--- src/rtl/e1j_pkg.sv ---
// Constants and types shared by the E1 line interface control block
package e1j_pkg;
    // Register byte addresses
    localparam logic [7:0] CTRL_ADDR = 8'h18;
    localparam logic [7:0] RXI_ADDR = 8'h1c;
    localparam logic [7:0] IRQ_STAT_ADDR = 8'h20;
    localparam logic [7:0] IRQ_MASK_ADDR = 8'h24;
    // Reset values
    localparam logic [7:0] CTRL_RESET = 8'h00;
    localparam logic [1:0] IRQ_RESET = 2'h0;
    // Field positions in the receive information register
    localparam int RXI_TRIP_BIT = 5;
    localparam int RXI_LOSS_BIT = 0;
    // Oversampling and read clock division
    localparam int OVERSAMPLE = 16;
    localparam logic [4:0] DIV_BY_NOM = 5'h10;
    localparam logic [4:0] DIV_BY_FAST = 5'h0f;
    localparam logic [4:0] DIV_BY_SLOW = 5'h11;
    localparam logic [3:0] SAMPLE_CENTER = 4'h8;
    localparam logic [3:0] SHORT_HIGH = 4'h6;
    // Jitter attenuator depths and limits, in bits
    localparam int FIFO_DEEP = 128;
    localparam int FIFO_SHALLOW = 32;
    localparam int JIT_LIMIT_DEEP = 120;
    localparam int JIT_LIMIT_SHALLOW = 28;
    localparam logic [7:0] HIGH_DEEP = 8'(FIFO_DEEP / 2 + JIT_LIMIT_DEEP / 2);
    localparam logic [7:0] LOW_DEEP = 8'(FIFO_DEEP / 2 - JIT_LIMIT_DEEP / 2);
    localparam logic [7:0] HIGH_SHALLOW =
        8'(FIFO_SHALLOW / 2 + JIT_LIMIT_SHALLOW / 2);
    localparam logic [7:0] LOW_SHALLOW =
        8'(FIFO_SHALLOW / 2 - JIT_LIMIT_SHALLOW / 2);
    // Carrier loss after this many bit times without a mark
    localparam int LOSS_BITS = 255;
    localparam logic [11:0] LOSS_SAMPLES = 12'(LOSS_BITS * OVERSAMPLE);
    // Transmit mark length in samples (half a bit)
    localparam logic [3:0] TX_MARK_SAMPLES = 4'h8;

    typedef enum logic [2:0] {
        DIV_NOM = 3'b001,
        DIV_FAST = 3'b010,
        DIV_SLOW = 3'b100
    } e1j_div_type;

    typedef enum logic [5:0] {
        SH_75_NORM = 6'b000001,
        SH_120_NORM = 6'b000010,
        SH_75_PROT = 6'b000100,
        SH_120_PROT = 6'b001000,
        SH_75_HRL = 6'b010000,
        SH_120_HRL = 6'b100000
    } e1j_shape_type;

    typedef struct packed {
        logic [2:0] build_out_sel;
        logic eq_gain_limit;
        logic jitter_atten_side;
        logic jitter_buf_depth;
        logic jitter_atten_disable;
        logic tx_power_down;
    } e1j_ctrl_type;

    typedef struct packed {
        logic limit_trip;
        logic carrier_loss;
    } e1j_irq_type;
endpackage

--- src/rtl/e1j_clkdiv.sv ---
// Smoothed read clock divider with selectable divide ratio
`timescale 1ns/1ps
module e1j_clkdiv #(
    parameter int WIDTH = 5
) (
    // Clock and reset
    input wire logic hclk,
    input wire logic hresetn,
    // Control
    input wire logic run,
    input e1j_pkg::e1j_div_type div_sel,
    // Outputs
    output logic tick,
    output logic clk_level
);
    logic [WIDTH-1:0] count_reg;
    logic [WIDTH-1:0] ratio;

    always_comb begin
        unique case (div_sel)
            e1j_pkg::DIV_FAST: ratio = WIDTH'(e1j_pkg::DIV_BY_FAST);
            e1j_pkg::DIV_SLOW: ratio = WIDTH'(e1j_pkg::DIV_BY_SLOW);
            e1j_pkg::DIV_NOM: ratio = WIDTH'(e1j_pkg::DIV_BY_NOM);
            default: ratio = WIDTH'(e1j_pkg::DIV_BY_NOM);
        endcase
    end

    always_ff @(posedge hclk or negedge hresetn) begin
        if (!hresetn) begin
            count_reg <= '0;
        end else if (!run || count_reg >= ratio - WIDTH'(1)) begin
            count_reg <= '0;
        end else begin
            count_reg <= count_reg + WIDTH'(1);
        end
    end

    assign tick = run && (count_reg >= ratio - WIDTH'(1));
    // Roughly even duty whatever the ratio
    assign clk_level = run && (count_reg < (ratio >> 1));
endmodule // e1j_clkdiv

--- src/rtl/e1j_top.sv ---
// E1 line interface: control register, clock recovery, jitter attenuator
//
// How it works
// - Control bits 7..5 choose transmit waveshape
// - Decode build-out code into waveshape select
// - Bit 4 sets equalizer gain limit
// - Bit 3 puts attenuator on receive/transmit
// - Bit 2 picks 128 or 32 bit depth
// - Bit 1 set bypasses the attenuator
// - Bit 0 powers down and floats transmitter
// - Oversample line sixteen times, recover clock/data
// - No carrier: flag it, use master clock
// - Attenuator on receive gives even duty clock
// - Smoothed clock reads data from the FIFO
// - Gapped transmit clock still gives smooth output
// - Near limit, divide by 15 or 17
// - Odd divide sets limit trip status bit
`timescale 1ns/1ps
module e1j_top #(
    parameter int FIFO_MAX = 128
) (
    // Clock and reset
    input wire logic hclk,
    input wire logic hresetn,
    // AHB-Lite slave
    input wire logic hsel,
    input wire logic [31:0] haddr,
    input wire logic [1:0] htrans,
    input wire logic hwrite,
    input wire logic [2:0] hsize,
    input wire logic [31:0] hwdata,
    input wire logic hready,
    output logic [31:0] hrdata,
    output logic hreadyout,
    output logic hresp,
    // Receive line, sampled at the oversample rate
    input wire logic rx_line_pos,
    input wire logic rx_line_neg,
    input wire logic mclk_in,
    // Transmit clock and data from the framer
    input wire logic tx_clock_in,
    input wire logic tx_data_in,
    // Receive side toward the framer
    output logic recovered_clock_out,
    output logic rx_data_out,
    output logic rx_bit_strobe,
    output logic rx_carrier_loss,
    // Transmit line drivers
    output logic tx_line_pos_o,
    output logic tx_line_neg_o,
    output logic tx_line_oe_n,
    output logic tx_clock,
    // Analog settings
    output e1j_pkg::e1j_shape_type line_shape,
    output logic eq_gain_limit,
    // Interrupt
    output logic irq
);
    e1j_pkg::e1j_ctrl_type ctrl_reg;
    e1j_pkg::e1j_irq_type stat_reg;
    e1j_pkg::e1j_irq_type mask_reg;
    e1j_pkg::e1j_irq_type stat_set;
    logic wr_pend_reg;
    logic [7:0] wr_addr_reg;
    logic addr_ok;
    logic rd_take;
    logic [31:0] rd_value;
    logic [7:0] ctrl_now;

    // AHB-Lite: zero wait state, OKAY always
    assign hreadyout = 1'b1;
    assign hresp = 1'b0;
    assign addr_ok = hsel && htrans[1] && hready;
    assign rd_take = addr_ok && !hwrite;

    always_ff @(posedge hclk or negedge hresetn) begin
        if (!hresetn) begin
            wr_pend_reg <= 1'b0;
            wr_addr_reg <= 8'h00;
        end else begin
            wr_pend_reg <= addr_ok && hwrite;
            wr_addr_reg <= haddr[7:0];
        end
    end

    // A control register write in its data phase is forwarded to a following read
    assign ctrl_now = (wr_pend_reg && wr_addr_reg == e1j_pkg::CTRL_ADDR) ?
        hwdata[7:0] : ctrl_reg;

    logic fifo_trip;

    always_comb begin
        rd_value = 32'h0000_0000;
        unique case (haddr[7:0])
            e1j_pkg::CTRL_ADDR: rd_value[7:0] = ctrl_now;
            e1j_pkg::RXI_ADDR: begin
                rd_value[e1j_pkg::RXI_TRIP_BIT] = fifo_trip;
                rd_value[e1j_pkg::RXI_LOSS_BIT] = rx_carrier_loss;
            end
            e1j_pkg::IRQ_STAT_ADDR: rd_value[1:0] = stat_reg;
            e1j_pkg::IRQ_MASK_ADDR: rd_value[1:0] = mask_reg;
            default: rd_value = 32'h0000_0000;
        endcase
    end

    always_ff @(posedge hclk or negedge hresetn) begin
        if (!hresetn) begin
            hrdata <= 32'h0000_0000;
        end else if (rd_take) begin
            hrdata <= rd_value;
        end
    end

    always_ff @(posedge hclk or negedge hresetn) begin
        if (!hresetn) begin
            ctrl_reg <= e1j_pkg::CTRL_RESET;
            mask_reg <= e1j_pkg::IRQ_RESET;
        end else if (wr_pend_reg) begin
            if (wr_addr_reg == e1j_pkg::CTRL_ADDR) begin
                ctrl_reg <= hwdata[7:0];
            end
            if (wr_addr_reg == e1j_pkg::IRQ_MASK_ADDR) begin
                mask_reg <= hwdata[1:0];
            end
        end
    end

    // Read clears the status, a new event in the same cycle wins
    always_ff @(posedge hclk or negedge hresetn) begin
        if (!hresetn) begin
            stat_reg <= e1j_pkg::IRQ_RESET;
        end else if (rd_take && haddr[7:0] == e1j_pkg::IRQ_STAT_ADDR) begin
            stat_reg <= stat_set;
        end else begin
            stat_reg <= stat_reg | stat_set;
        end
    end

    assign irq = |(stat_reg & mask_reg);

    always_comb begin
        unique case (ctrl_reg.build_out_sel)
            3'b000: line_shape = e1j_pkg::SH_75_NORM;
            3'b001: line_shape = e1j_pkg::SH_120_NORM;
            3'b010: line_shape = e1j_pkg::SH_75_PROT;
            3'b011: line_shape = e1j_pkg::SH_120_PROT;
            3'b100: line_shape = e1j_pkg::SH_75_HRL;
            3'b110: line_shape = e1j_pkg::SH_75_HRL;
            3'b101: line_shape = e1j_pkg::SH_120_HRL;
            default: line_shape = e1j_pkg::SH_75_NORM;
        endcase
    end

    assign eq_gain_limit = ctrl_reg.eq_gain_limit;

    // Clock and data recovery
    logic samp_prev_reg;
    logic mark_rise;
    logic [3:0] phase_reg;
    logic mark_seen_reg;
    logic rec_strobe;
    logic [11:0] quiet_reg;

    assign mark_rise = (rx_line_pos || rx_line_neg) && !samp_prev_reg;
    assign rec_strobe = (phase_reg == e1j_pkg::SAMPLE_CENTER);

    always_ff @(posedge hclk or negedge hresetn) begin
        if (!hresetn) begin
            samp_prev_reg <= 1'b0;
            phase_reg <= 4'h0;
        end else begin
            samp_prev_reg <= rx_line_pos || rx_line_neg;
            phase_reg <= mark_rise ? 4'h1 : phase_reg + 4'h1;
        end
    end

    // Mark seen during the bit; a new mark wins over the clear
    always_ff @(posedge hclk or negedge hresetn) begin
        if (!hresetn) begin
            mark_seen_reg <= 1'b0;
        end else if (mark_rise) begin
            mark_seen_reg <= 1'b1;
        end else if (rec_strobe) begin
            mark_seen_reg <= 1'b0;
        end
    end

    always_ff @(posedge hclk or negedge hresetn) begin
        if (!hresetn) begin
            quiet_reg <= e1j_pkg::LOSS_SAMPLES;
        end else if (mark_rise) begin
            quiet_reg <= 12'h000;
        end else if (quiet_reg != e1j_pkg::LOSS_SAMPLES) begin
            quiet_reg <= quiet_reg + 12'h001;
        end
    end

    // Starts asserted: no line has been seen out of reset
    assign rx_carrier_loss = (quiet_reg == e1j_pkg::LOSS_SAMPLES);

    // Transmit clock edge detect
    logic tx_clk_prev_reg;
    logic tx_in_rise;

    always_ff @(posedge hclk or negedge hresetn) begin
        if (!hresetn) begin
            tx_clk_prev_reg <= 1'b0;
        end else begin
            tx_clk_prev_reg <= tx_clock_in;
        end
    end

    assign tx_in_rise = tx_clock_in && !tx_clk_prev_reg;

    // Jitter attenuator FIFO
    logic ja_on;
    logic ja_rx;
    logic [7:0] depth;
    logic [7:0] fill_reg;
    logic [6:0] wr_ptr_reg;
    logic [6:0] rd_ptr_reg;
    logic [6:0] ptr_mask;
    logic mem [FIFO_MAX];
    logic fifo_wr;
    logic fifo_wdata;
    logic fifo_rd;
    logic ja_bit_reg;
    logic [2:0] cfg_prev_reg;
    logic cfg_change;
    logic [7:0] high_lim;
    logic [7:0] low_lim;
    logic smooth_level;
    e1j_pkg::e1j_div_type div_sel_reg;

    assign ja_on = !ctrl_reg.jitter_atten_disable;
    assign ja_rx = !ctrl_reg.jitter_atten_side;
    assign depth = ctrl_reg.jitter_buf_depth ? 8'(e1j_pkg::FIFO_SHALLOW) :
        8'(e1j_pkg::FIFO_DEEP);
    assign ptr_mask = 7'(depth - 8'h01);
    assign high_lim = ctrl_reg.jitter_buf_depth ? e1j_pkg::HIGH_SHALLOW :
        e1j_pkg::HIGH_DEEP;
    assign low_lim = ctrl_reg.jitter_buf_depth ? e1j_pkg::LOW_SHALLOW :
        e1j_pkg::LOW_DEEP;
    // a gapped transmit clock only writes, never reads
    assign fifo_wr = ja_on && (ja_rx ? rec_strobe : tx_in_rise);
    assign fifo_wdata = ja_rx ? mark_seen_reg : tx_data_in;
    assign cfg_change = cfg_prev_reg != {ctrl_reg.jitter_atten_side,
        ctrl_reg.jitter_buf_depth, ctrl_reg.jitter_atten_disable};

    e1j_clkdiv #(
        .WIDTH(5)
    ) u_read_div (
        .hclk(hclk),
        .hresetn(hresetn),
        .run(ja_on),
        .div_sel(div_sel_reg),
        .tick(fifo_rd),
        .clk_level(smooth_level)
    );

    always_ff @(posedge hclk or negedge hresetn) begin
        if (!hresetn) begin
            cfg_prev_reg <= 3'h0;
        end else begin
            cfg_prev_reg <= {ctrl_reg.jitter_atten_side,
                ctrl_reg.jitter_buf_depth, ctrl_reg.jitter_atten_disable};
        end
    end

    // A new setting recentres the FIFO; old contents are stale anyway
    always_ff @(posedge hclk or negedge hresetn) begin
        if (!hresetn) begin
            wr_ptr_reg <= 7'h00;
            rd_ptr_reg <= 7'h00;
            fill_reg <= 8'h00;
        end else if (cfg_change) begin
            wr_ptr_reg <= 7'(depth >> 1);
            rd_ptr_reg <= 7'h00;
            fill_reg <= depth >> 1;
        end else begin
            // Overflow drops the bit, underflow skips the read
            if (fifo_wr && fill_reg < depth) begin
                wr_ptr_reg <= (wr_ptr_reg + 7'h01) & ptr_mask;
            end
            if (fifo_rd && fill_reg != 8'h00) begin
                rd_ptr_reg <= (rd_ptr_reg + 7'h01) & ptr_mask;
            end
            fill_reg <= fill_reg + 8'(fifo_wr && fill_reg < depth) -
                8'(fifo_rd && fill_reg != 8'h00);
        end
    end

    always_ff @(posedge hclk) begin
        if (fifo_wr && fill_reg < depth) begin
            mem[wr_ptr_reg] <= fifo_wdata;
        end
    end

    always_ff @(posedge hclk or negedge hresetn) begin
        if (!hresetn) begin
            ja_bit_reg <= 1'b0;
        end else if (fifo_rd && fill_reg != 8'h00) begin
            ja_bit_reg <= mem[rd_ptr_reg];
        end
    end

    // divide ratio follows the fill level
    always_ff @(posedge hclk or negedge hresetn) begin
        if (!hresetn) begin
            div_sel_reg <= e1j_pkg::DIV_NOM;
        end else if (!ja_on) begin
            div_sel_reg <= e1j_pkg::DIV_NOM;
        end else if (fill_reg >= high_lim) begin
            div_sel_reg <= e1j_pkg::DIV_FAST;
        end else if (fill_reg <= low_lim) begin
            div_sel_reg <= e1j_pkg::DIV_SLOW;
        end else begin
            div_sel_reg <= e1j_pkg::DIV_NOM;
        end
    end

    assign fifo_trip = (div_sel_reg != e1j_pkg::DIV_NOM);
    assign stat_set = '{limit_trip: fifo_trip,
        carrier_loss: rx_carrier_loss};

    // Receive outputs toward the framer
    logic rx_via_ja;

    assign rx_via_ja = ja_on && ja_rx;

    always_ff @(posedge hclk or negedge hresetn) begin
        if (!hresetn) begin
            recovered_clock_out <= 1'b0;
            rx_data_out <= 1'b0;
            rx_bit_strobe <= 1'b0;
        end else begin
            if (rx_carrier_loss) begin
                recovered_clock_out <= mclk_in;
            end else if (rx_via_ja) begin
                recovered_clock_out <= smooth_level;
            end else begin
                recovered_clock_out <= phase_reg < e1j_pkg::SHORT_HIGH;
            end
            rx_bit_strobe <= rx_via_ja ? fifo_rd : rec_strobe;
            if (rx_via_ja ? fifo_rd : rec_strobe) begin
                rx_data_out <= rx_via_ja ? ja_bit_reg : mark_seen_reg;
            end
        end
    end

    // Transmit AMI encoder
    logic tx_via_ja;
    logic tx_strobe;
    logic tx_bit;
    logic tx_polarity_reg;
    logic [3:0] tx_mark_reg;
    logic tx_mark_neg_reg;

    assign tx_via_ja = ja_on && !ja_rx;
    assign tx_strobe = tx_via_ja ? fifo_rd : tx_in_rise;
    assign tx_bit = tx_via_ja ? ja_bit_reg : tx_data_in;

    always_ff @(posedge hclk or negedge hresetn) begin
        if (!hresetn) begin
            tx_polarity_reg <= 1'b0;
            tx_mark_reg <= 4'h0;
            tx_mark_neg_reg <= 1'b0;
        end else if (tx_strobe && tx_bit) begin
            tx_polarity_reg <= !tx_polarity_reg;
            tx_mark_neg_reg <= tx_polarity_reg;
            tx_mark_reg <= e1j_pkg::TX_MARK_SAMPLES;
        end else if (tx_mark_reg != 4'h0) begin
            tx_mark_reg <= tx_mark_reg - 4'h1;
        end
    end

    // power down floats both line outputs
    always_ff @(posedge hclk or negedge hresetn) begin
        if (!hresetn) begin
            tx_line_pos_o <= 1'b0;
            tx_line_neg_o <= 1'b0;
            tx_line_oe_n <= 1'b1;
            tx_clock <= 1'b0;
        end else begin
            tx_line_oe_n <= ctrl_reg.tx_power_down;
            tx_line_pos_o <= !ctrl_reg.tx_power_down &&
                tx_mark_reg != 4'h0 && !tx_mark_neg_reg;
            tx_line_neg_o <= !ctrl_reg.tx_power_down &&
                tx_mark_reg != 4'h0 && tx_mark_neg_reg;
            tx_clock <= tx_via_ja ? smooth_level : tx_clock_in;
        end
    end
endmodule // e1j_top

--- config.mk ---
export PLATFORM = sky130hd
export DESIGN_NAME = e1j_top
export DESIGN_NICKNAME = d
export VERILOG_FILES = /design/src/rtl/e1j_pkg.sv /design/src/rtl/e1j_clkdiv.sv /design/src/rtl/e1j_top.sv
export SDC_FILE = /design/constraint.sdc
export NUM_CORES = 1
export LEC_CHECK = 0
export ABC_CLOCK_PERIOD_IN_PS = 12400
export BUFFER_PORTS_ARGS = -buffer_cell sky130_fd_sc_hd__buf_2
export CORE_MARGIN = 2
export CORE_UTILIZATION = 25
export CTS_CLUSTER_DIAMETER = 80
export CTS_CLUSTER_SIZE = 40
export DETAILED_ROUTE_END_ITERATION = 10
export SLEW_MARGIN = 20
export SYNTH_ARGS = -nofsm -noshare
export SYNTH_HDL_FRONTEND = slang
export SYNTH_SLANG_ARGS = --single-unit
--- constraint.sdc ---
create_clock -name hclk -period 12.4 [get_ports hclk]
set_clock_uncertainty 0.1 [all_clocks]
set_input_delay 1.24 -clock hclk [delete_from_list [all_inputs] [get_ports hclk]]
set_output_delay 1.24 -clock hclk [all_outputs]
set_load 0.005 [all_outputs]
==> impl_metrics.xml <==
<?xml version="1.0" encoding="UTF-8"?>
<metrics>
  <group name="place">
    <metric name="placement.cell_area" unit="µm²">11450</metric>
    <metric name="place_worst_setup_slack" unit="ns">7.825</metric>
    <metric name="dpl_hpwl" unit="µm">13710</metric>
    <metric name="portBuffers" unit="">50</metric>
    <metric name="gp_congestion" unit="">0.7448</metric>
  </group>
  <group name="sta">
    <metric name="fin_ws" unit="ns">7.819</metric>
    <metric name="final_tns_setup" unit="ns">0</metric>
    <metric name="min_period_over_period" unit="%">36.95</metric>
    <metric name="timing.final.setup_violations" unit="">0</metric>
    <metric name="finalMaxSlewViolations" unit="">0</metric>
    <metric name="max_freq" unit="MHz">218.3</metric>
    <metric name="rsz0062_at_grt" unit="">false</metric>
    <metric name="worst_slew_pin_slew" unit="ns">0.8867</metric>
    <metric name="timing.slew.headroom" unit="%">40.72</metric>
    <metric name="hold_violations" unit="">0</metric>
    <metric name="period_minus_slack" unit="ns">4.581</metric>
  </group>
  <group name="final_layout">
    <metric name="antenna_cells_inserted" unit="">0</metric>
    <metric name="num-nets-final" unit="">1030</metric>
    <metric name="layout.filler_cells" unit="">4396</metric>
    <metric name="utilization_of_the_core_after_routing" unit="%">28.00</metric>
    <metric name="multiInputGateArea" unit="µm²">4140</metric>
    <metric name="areaGrowthSynthToFinish" unit="%">11.14</metric>
    <metric name="layout.cell_area.non_filler" unit="µm²">11980</metric>
    <metric name="fraction_of_final_layout_cells_sized_beyond_drive_strength_1" unit="%">15.87</metric>
    <metric name="ff_latch_area" unit="µm²">6235</metric>
    <metric name="largest_register_ffs" unit="">128</metric>
  </group>
  <group name="global_route">
    <metric name="grt_max_degree" unit="">129</metric>
    <metric name="met2_usage" unit="%">16.56</metric>
    <metric name="met1_usage" unit="%">12.72</metric>
    <metric name="globalRouteMet3Util" unit="%">1.543</metric>
    <metric name="busiest_layer" unit="">met2</metric>
    <metric name="first_pass_grt_wire_length" unit="µm">34890</metric>
    <metric name="gr-total-overflow" unit="">0</metric>
    <metric name="via_count_of_the_first_global_routing_pass" unit="">6595</metric>
    <metric name="initial_antenna_violation_count" unit="">0</metric>
    <metric name="globalRouteTotalUtil" unit="%">9.658</metric>
  </group>
  <group name="worst_setup_path">
    <metric name="cp_slowest_cell" unit="">sky130_fd_sc_hd__nor3b_1</metric>
    <metric name="worstPathMaxFanout" unit="">13</metric>
    <metric name="critical_path.reg2reg.startpoint" unit="">div_sel_reg[1]</metric>
    <metric name="cp-end-kind" unit="">register</metric>
    <metric name="reg_to_reg_critical_path_endpoint" unit="">fill_reg[6]</metric>
    <metric name="reg2reg_depth" unit="">22</metric>
    <metric name="crit_start" unit="">div_sel_reg[1]</metric>
    <metric name="arrival" unit="ns">4.86</metric>
    <metric name="crit_required" unit="ns">12.68</metric>
    <metric name="timing.setup.critical_path_class" unit="">reg -&gt; reg</metric>
    <metric name="reg2reg_setup_slack" unit="ns">7.82</metric>
    <metric name="endpoint" unit="">fill_reg[6]</metric>
    <metric name="critPathLaunchType" unit="">register</metric>
    <metric name="crit_chain" unit="">nor3b_1, nor2_1, ha_1, nand2b_1, a21o_1, a21o_1, a21o_1, a21o_1, nand2_1, inv_1, ha_1, inv_1, ha_1, fa_1, a21oi_1, nor2_1, nor2_1, o21bai_1, a21oi_1, xnor2_1, nor2_1, a21oi_1</metric>
    <metric name="critPathMaxStageDelay" unit="ns">0.44</metric>
  </group>
  <group name="floorplanning">
    <metric name="row_count" unit="">76</metric>
    <metric name="die_w" unit="µm">211.6</metric>
    <metric name="floorplan.io_pins" unit="">129</metric>
    <metric name="dieArea" unit="µm²">44790</metric>
    <metric name="initial_utilization" unit="%">25.19</metric>
    <metric name="core-area" unit="µm²">42790</metric>
    <metric name="die_h" unit="µm">211.6</metric>
  </group>
  <group name="routing">
    <metric name="final_routed_drc_violation_total" unit="">0</metric>
    <metric name="vias_per_cell" unit="">4.492</metric>
    <metric name="vias" unit="">6586</metric>
    <metric name="drt_first_pass_iters" unit="">4</metric>
    <metric name="routedWlPerCell" unit="µm">14.68</metric>
    <metric name="postRouteAntennaNets" unit="">0</metric>
    <metric name="detail_route.iter0.violations" unit="">470</metric>
    <metric name="finalWirelength" unit="µm">21520</metric>
  </group>
  <group name="synth">
    <metric name="yosys_register_bits" unit="">223</metric>
    <metric name="synth_top_cells_by_count" unit="">sky130_fd_sc_hd__nor2_1 (183), sky130_fd_sc_hd__edfxtp_1 (128), sky130_fd_sc_hd__dfrtp_1 (85)</metric>
    <metric name="synth_top_area_share" unit="%">35.66</metric>
    <metric name="yosys-top-cells-area" unit="">sky130_fd_sc_hd__edfxtp_1 (36%), sky130_fd_sc_hd__dfrtp_1 (20%), sky130_fd_sc_hd__nor2_1 (6.4%)</metric>
    <metric name="synth_area" unit="µm²">10780</metric>
    <metric name="netlist_instances" unit="">878</metric>
    <metric name="post_synthesis_sequential_area_ratio" unit="%">57.83</metric>
    <metric name="synth_enable_flop_cells" unit="">128</metric>
    <metric name="synth.most_common_cell" unit="">sky130_fd_sc_hd__nor2_1</metric>
    <metric name="yosys_most_used_dff" unit="">sky130_fd_sc_hd__edfxtp_1</metric>
    <metric name="synth-warning-count" unit="">0</metric>
    <metric name="synth_top_cell_by_area" unit="">sky130_fd_sc_hd__edfxtp_1</metric>
    <metric name="synth_async_sr_flop_share" unit="%">42.60</metric>
    <metric name="synth.distinct_cells" unit="">71</metric>
    <metric name="synthesis.area_per_instance" unit="µm²">12.28</metric>
  </group>
  <group name="power_and_ir_drop">
    <metric name="power.leakage" unit="nW">4.481</metric>
    <metric name="worst_ir_drop_vdd" unit="mV">0.08658</metric>
    <metric name="total_power" unit="mW">2.272</metric>
    <metric name="cellPowerDensity" unit="nW/µm²">189.6</metric>
  </group>
  <group name="clock_network">
    <metric name="cts_htree_levels" unit="">1</metric>
    <metric name="numCtsBuffers" unit="">14</metric>
    <metric name="root_buffer" unit="">sky130_fd_sc_hd__clkbuf_16</metric>
    <metric name="cts_tree" unit="">done</metric>
    <metric name="cts.sinks" unit="">223</metric>
    <metric name="post-cts-setup-buffer-count" unit="">0</metric>
    <metric name="clkLatencyLatePin" unit="ns">0.52</metric>
    <metric name="clock_transition_at_the_registers_of_the_reported_paths" unit="ns">0.09</metric>
    <metric name="cts-root-to-sink-buffers" unit="">3</metric>
    <metric name="postCtsResizedCells" unit="">0</metric>
    <metric name="ctsHoldBuffers" unit="">0</metric>
  </group>
  <group name="worst_hold_path">
    <metric name="hold_class" unit="">reg -&gt; reg</metric>
  </group>
  <group name="status">
    <metric name="run_status" unit="">complete, no violations</metric>
  </group>
  <group name="run">
    <metric name="maxCapViolations" unit="">0</metric>
  </group>
</metrics>
[stage by stage]
| step | cells | hold WS [ns] |
|---|---|---|
| 2_1_floorplan | 902 | 0.2929 |
| 5_1_grt | 1466 | 0.3480 |
| 4_1_cts | 1466 | 0.3458 |
| 3_3_place_gp | 1442 | 0.3349 |
| 3_5_place_dp | 1442 | 0.3329 |
| 6_report | 1466 | 0.3379 |
[critical path: cells and delay by family, from the launching register on]
family / cells / cell delay [ns]
AOI/OAI and AO/OA: 8 / 1.38
and+or+nand+nor: 7 / 1.19
adders and majority gates: 4 / 1.16
DFF: 1 / 0.41
xor gates and xnor gates: 1 / 0.13
buffers and inverters: 2 / 0.12
[layout by cell type (no fill, tap or decap), types with 17 or more instances in the layout]
cell                       count
sky130_fd_sc_hd__nor2_1      182
sky130_fd_sc_hd__mux4_2       18
sky130_fd_sc_hd__buf_2        49
sky130_fd_sc_hd__inv_1        28
sky130_fd_sc_hd__nand3_1      24
sky130_fd_sc_hd__mux2_2       17
sky130_fd_sc_hd__dfrtp_1      84
sky130_fd_sc_hd__xnor2_1      18
sky130_fd_sc_hd__mux2i_1      26
sky130_fd_sc_hd__ha_1         38
sky130_fd_sc_hd__a21oi_1      17
sky130_fd_sc_hd__conb_1       26
sky130_fd_sc_hd__nand2_1      48
sky130_fd_sc_hd__edfxtp_1    128
[report_power, final]
part,switching [mW],internal (mW)
Clock,0.282,0.247
Sequential,0.0964,0.927
Combinational,0.410,0.309
[metal layers]
metal,up-vias,routed length (µm)
met1,3322,9450
met2,108,10540
li1,3131,-
met5,-,0
met4,0,332
met3,25,1199
[worst min-delay path by stage]
stage,from,to,slack [ns],cells past startpoint
2_1_floorplan,ctrl_reg[0],tx_line_oe_n,0.29,0
3_3_place_gp,ctrl_reg[0],tx_line_oe_n,0.33,0
3_5_place_dp,ctrl_reg[0],tx_line_oe_n,0.33,0
4_1_cts,ctrl_reg[0],tx_line_oe_n,0.35,0
5_1_grt,ctrl_reg[0],tx_line_oe_n,0.35,0
6_report,ctrl_reg[0],tx_line_oe_n,0.34,0
[area by class of cell]
class,instances,share of cell area [%]
Tap cell,546,5.702
Clock buffer,16,3.248
Timing Repair Buffer,54,2.392
Clock inverter,8,1.117
Multi-Input combinational cell,589,34.56
Inverter,30,0.9400
Sequential cell,223,52.04
[cell families (layout without fill, tap and decap cells)]
kind of cell | count (synthesis) | count (layout) | share of synthesized area (%)
xor+xnor | 34 | 34 | 2.763
compound gates | 79 | 79 | 5.165
flops | 223 | 223 | 57.83
simple gates | 343 | 343 | 15.30
other cells | 2 | 26 | 0.06967
fa+ha+maj | 39 | 39 | 4.597
mux | 68 | 68 | 9.658
buf+inv | 90 | 108 | 4.620
(Power assumes the default switching activity.)
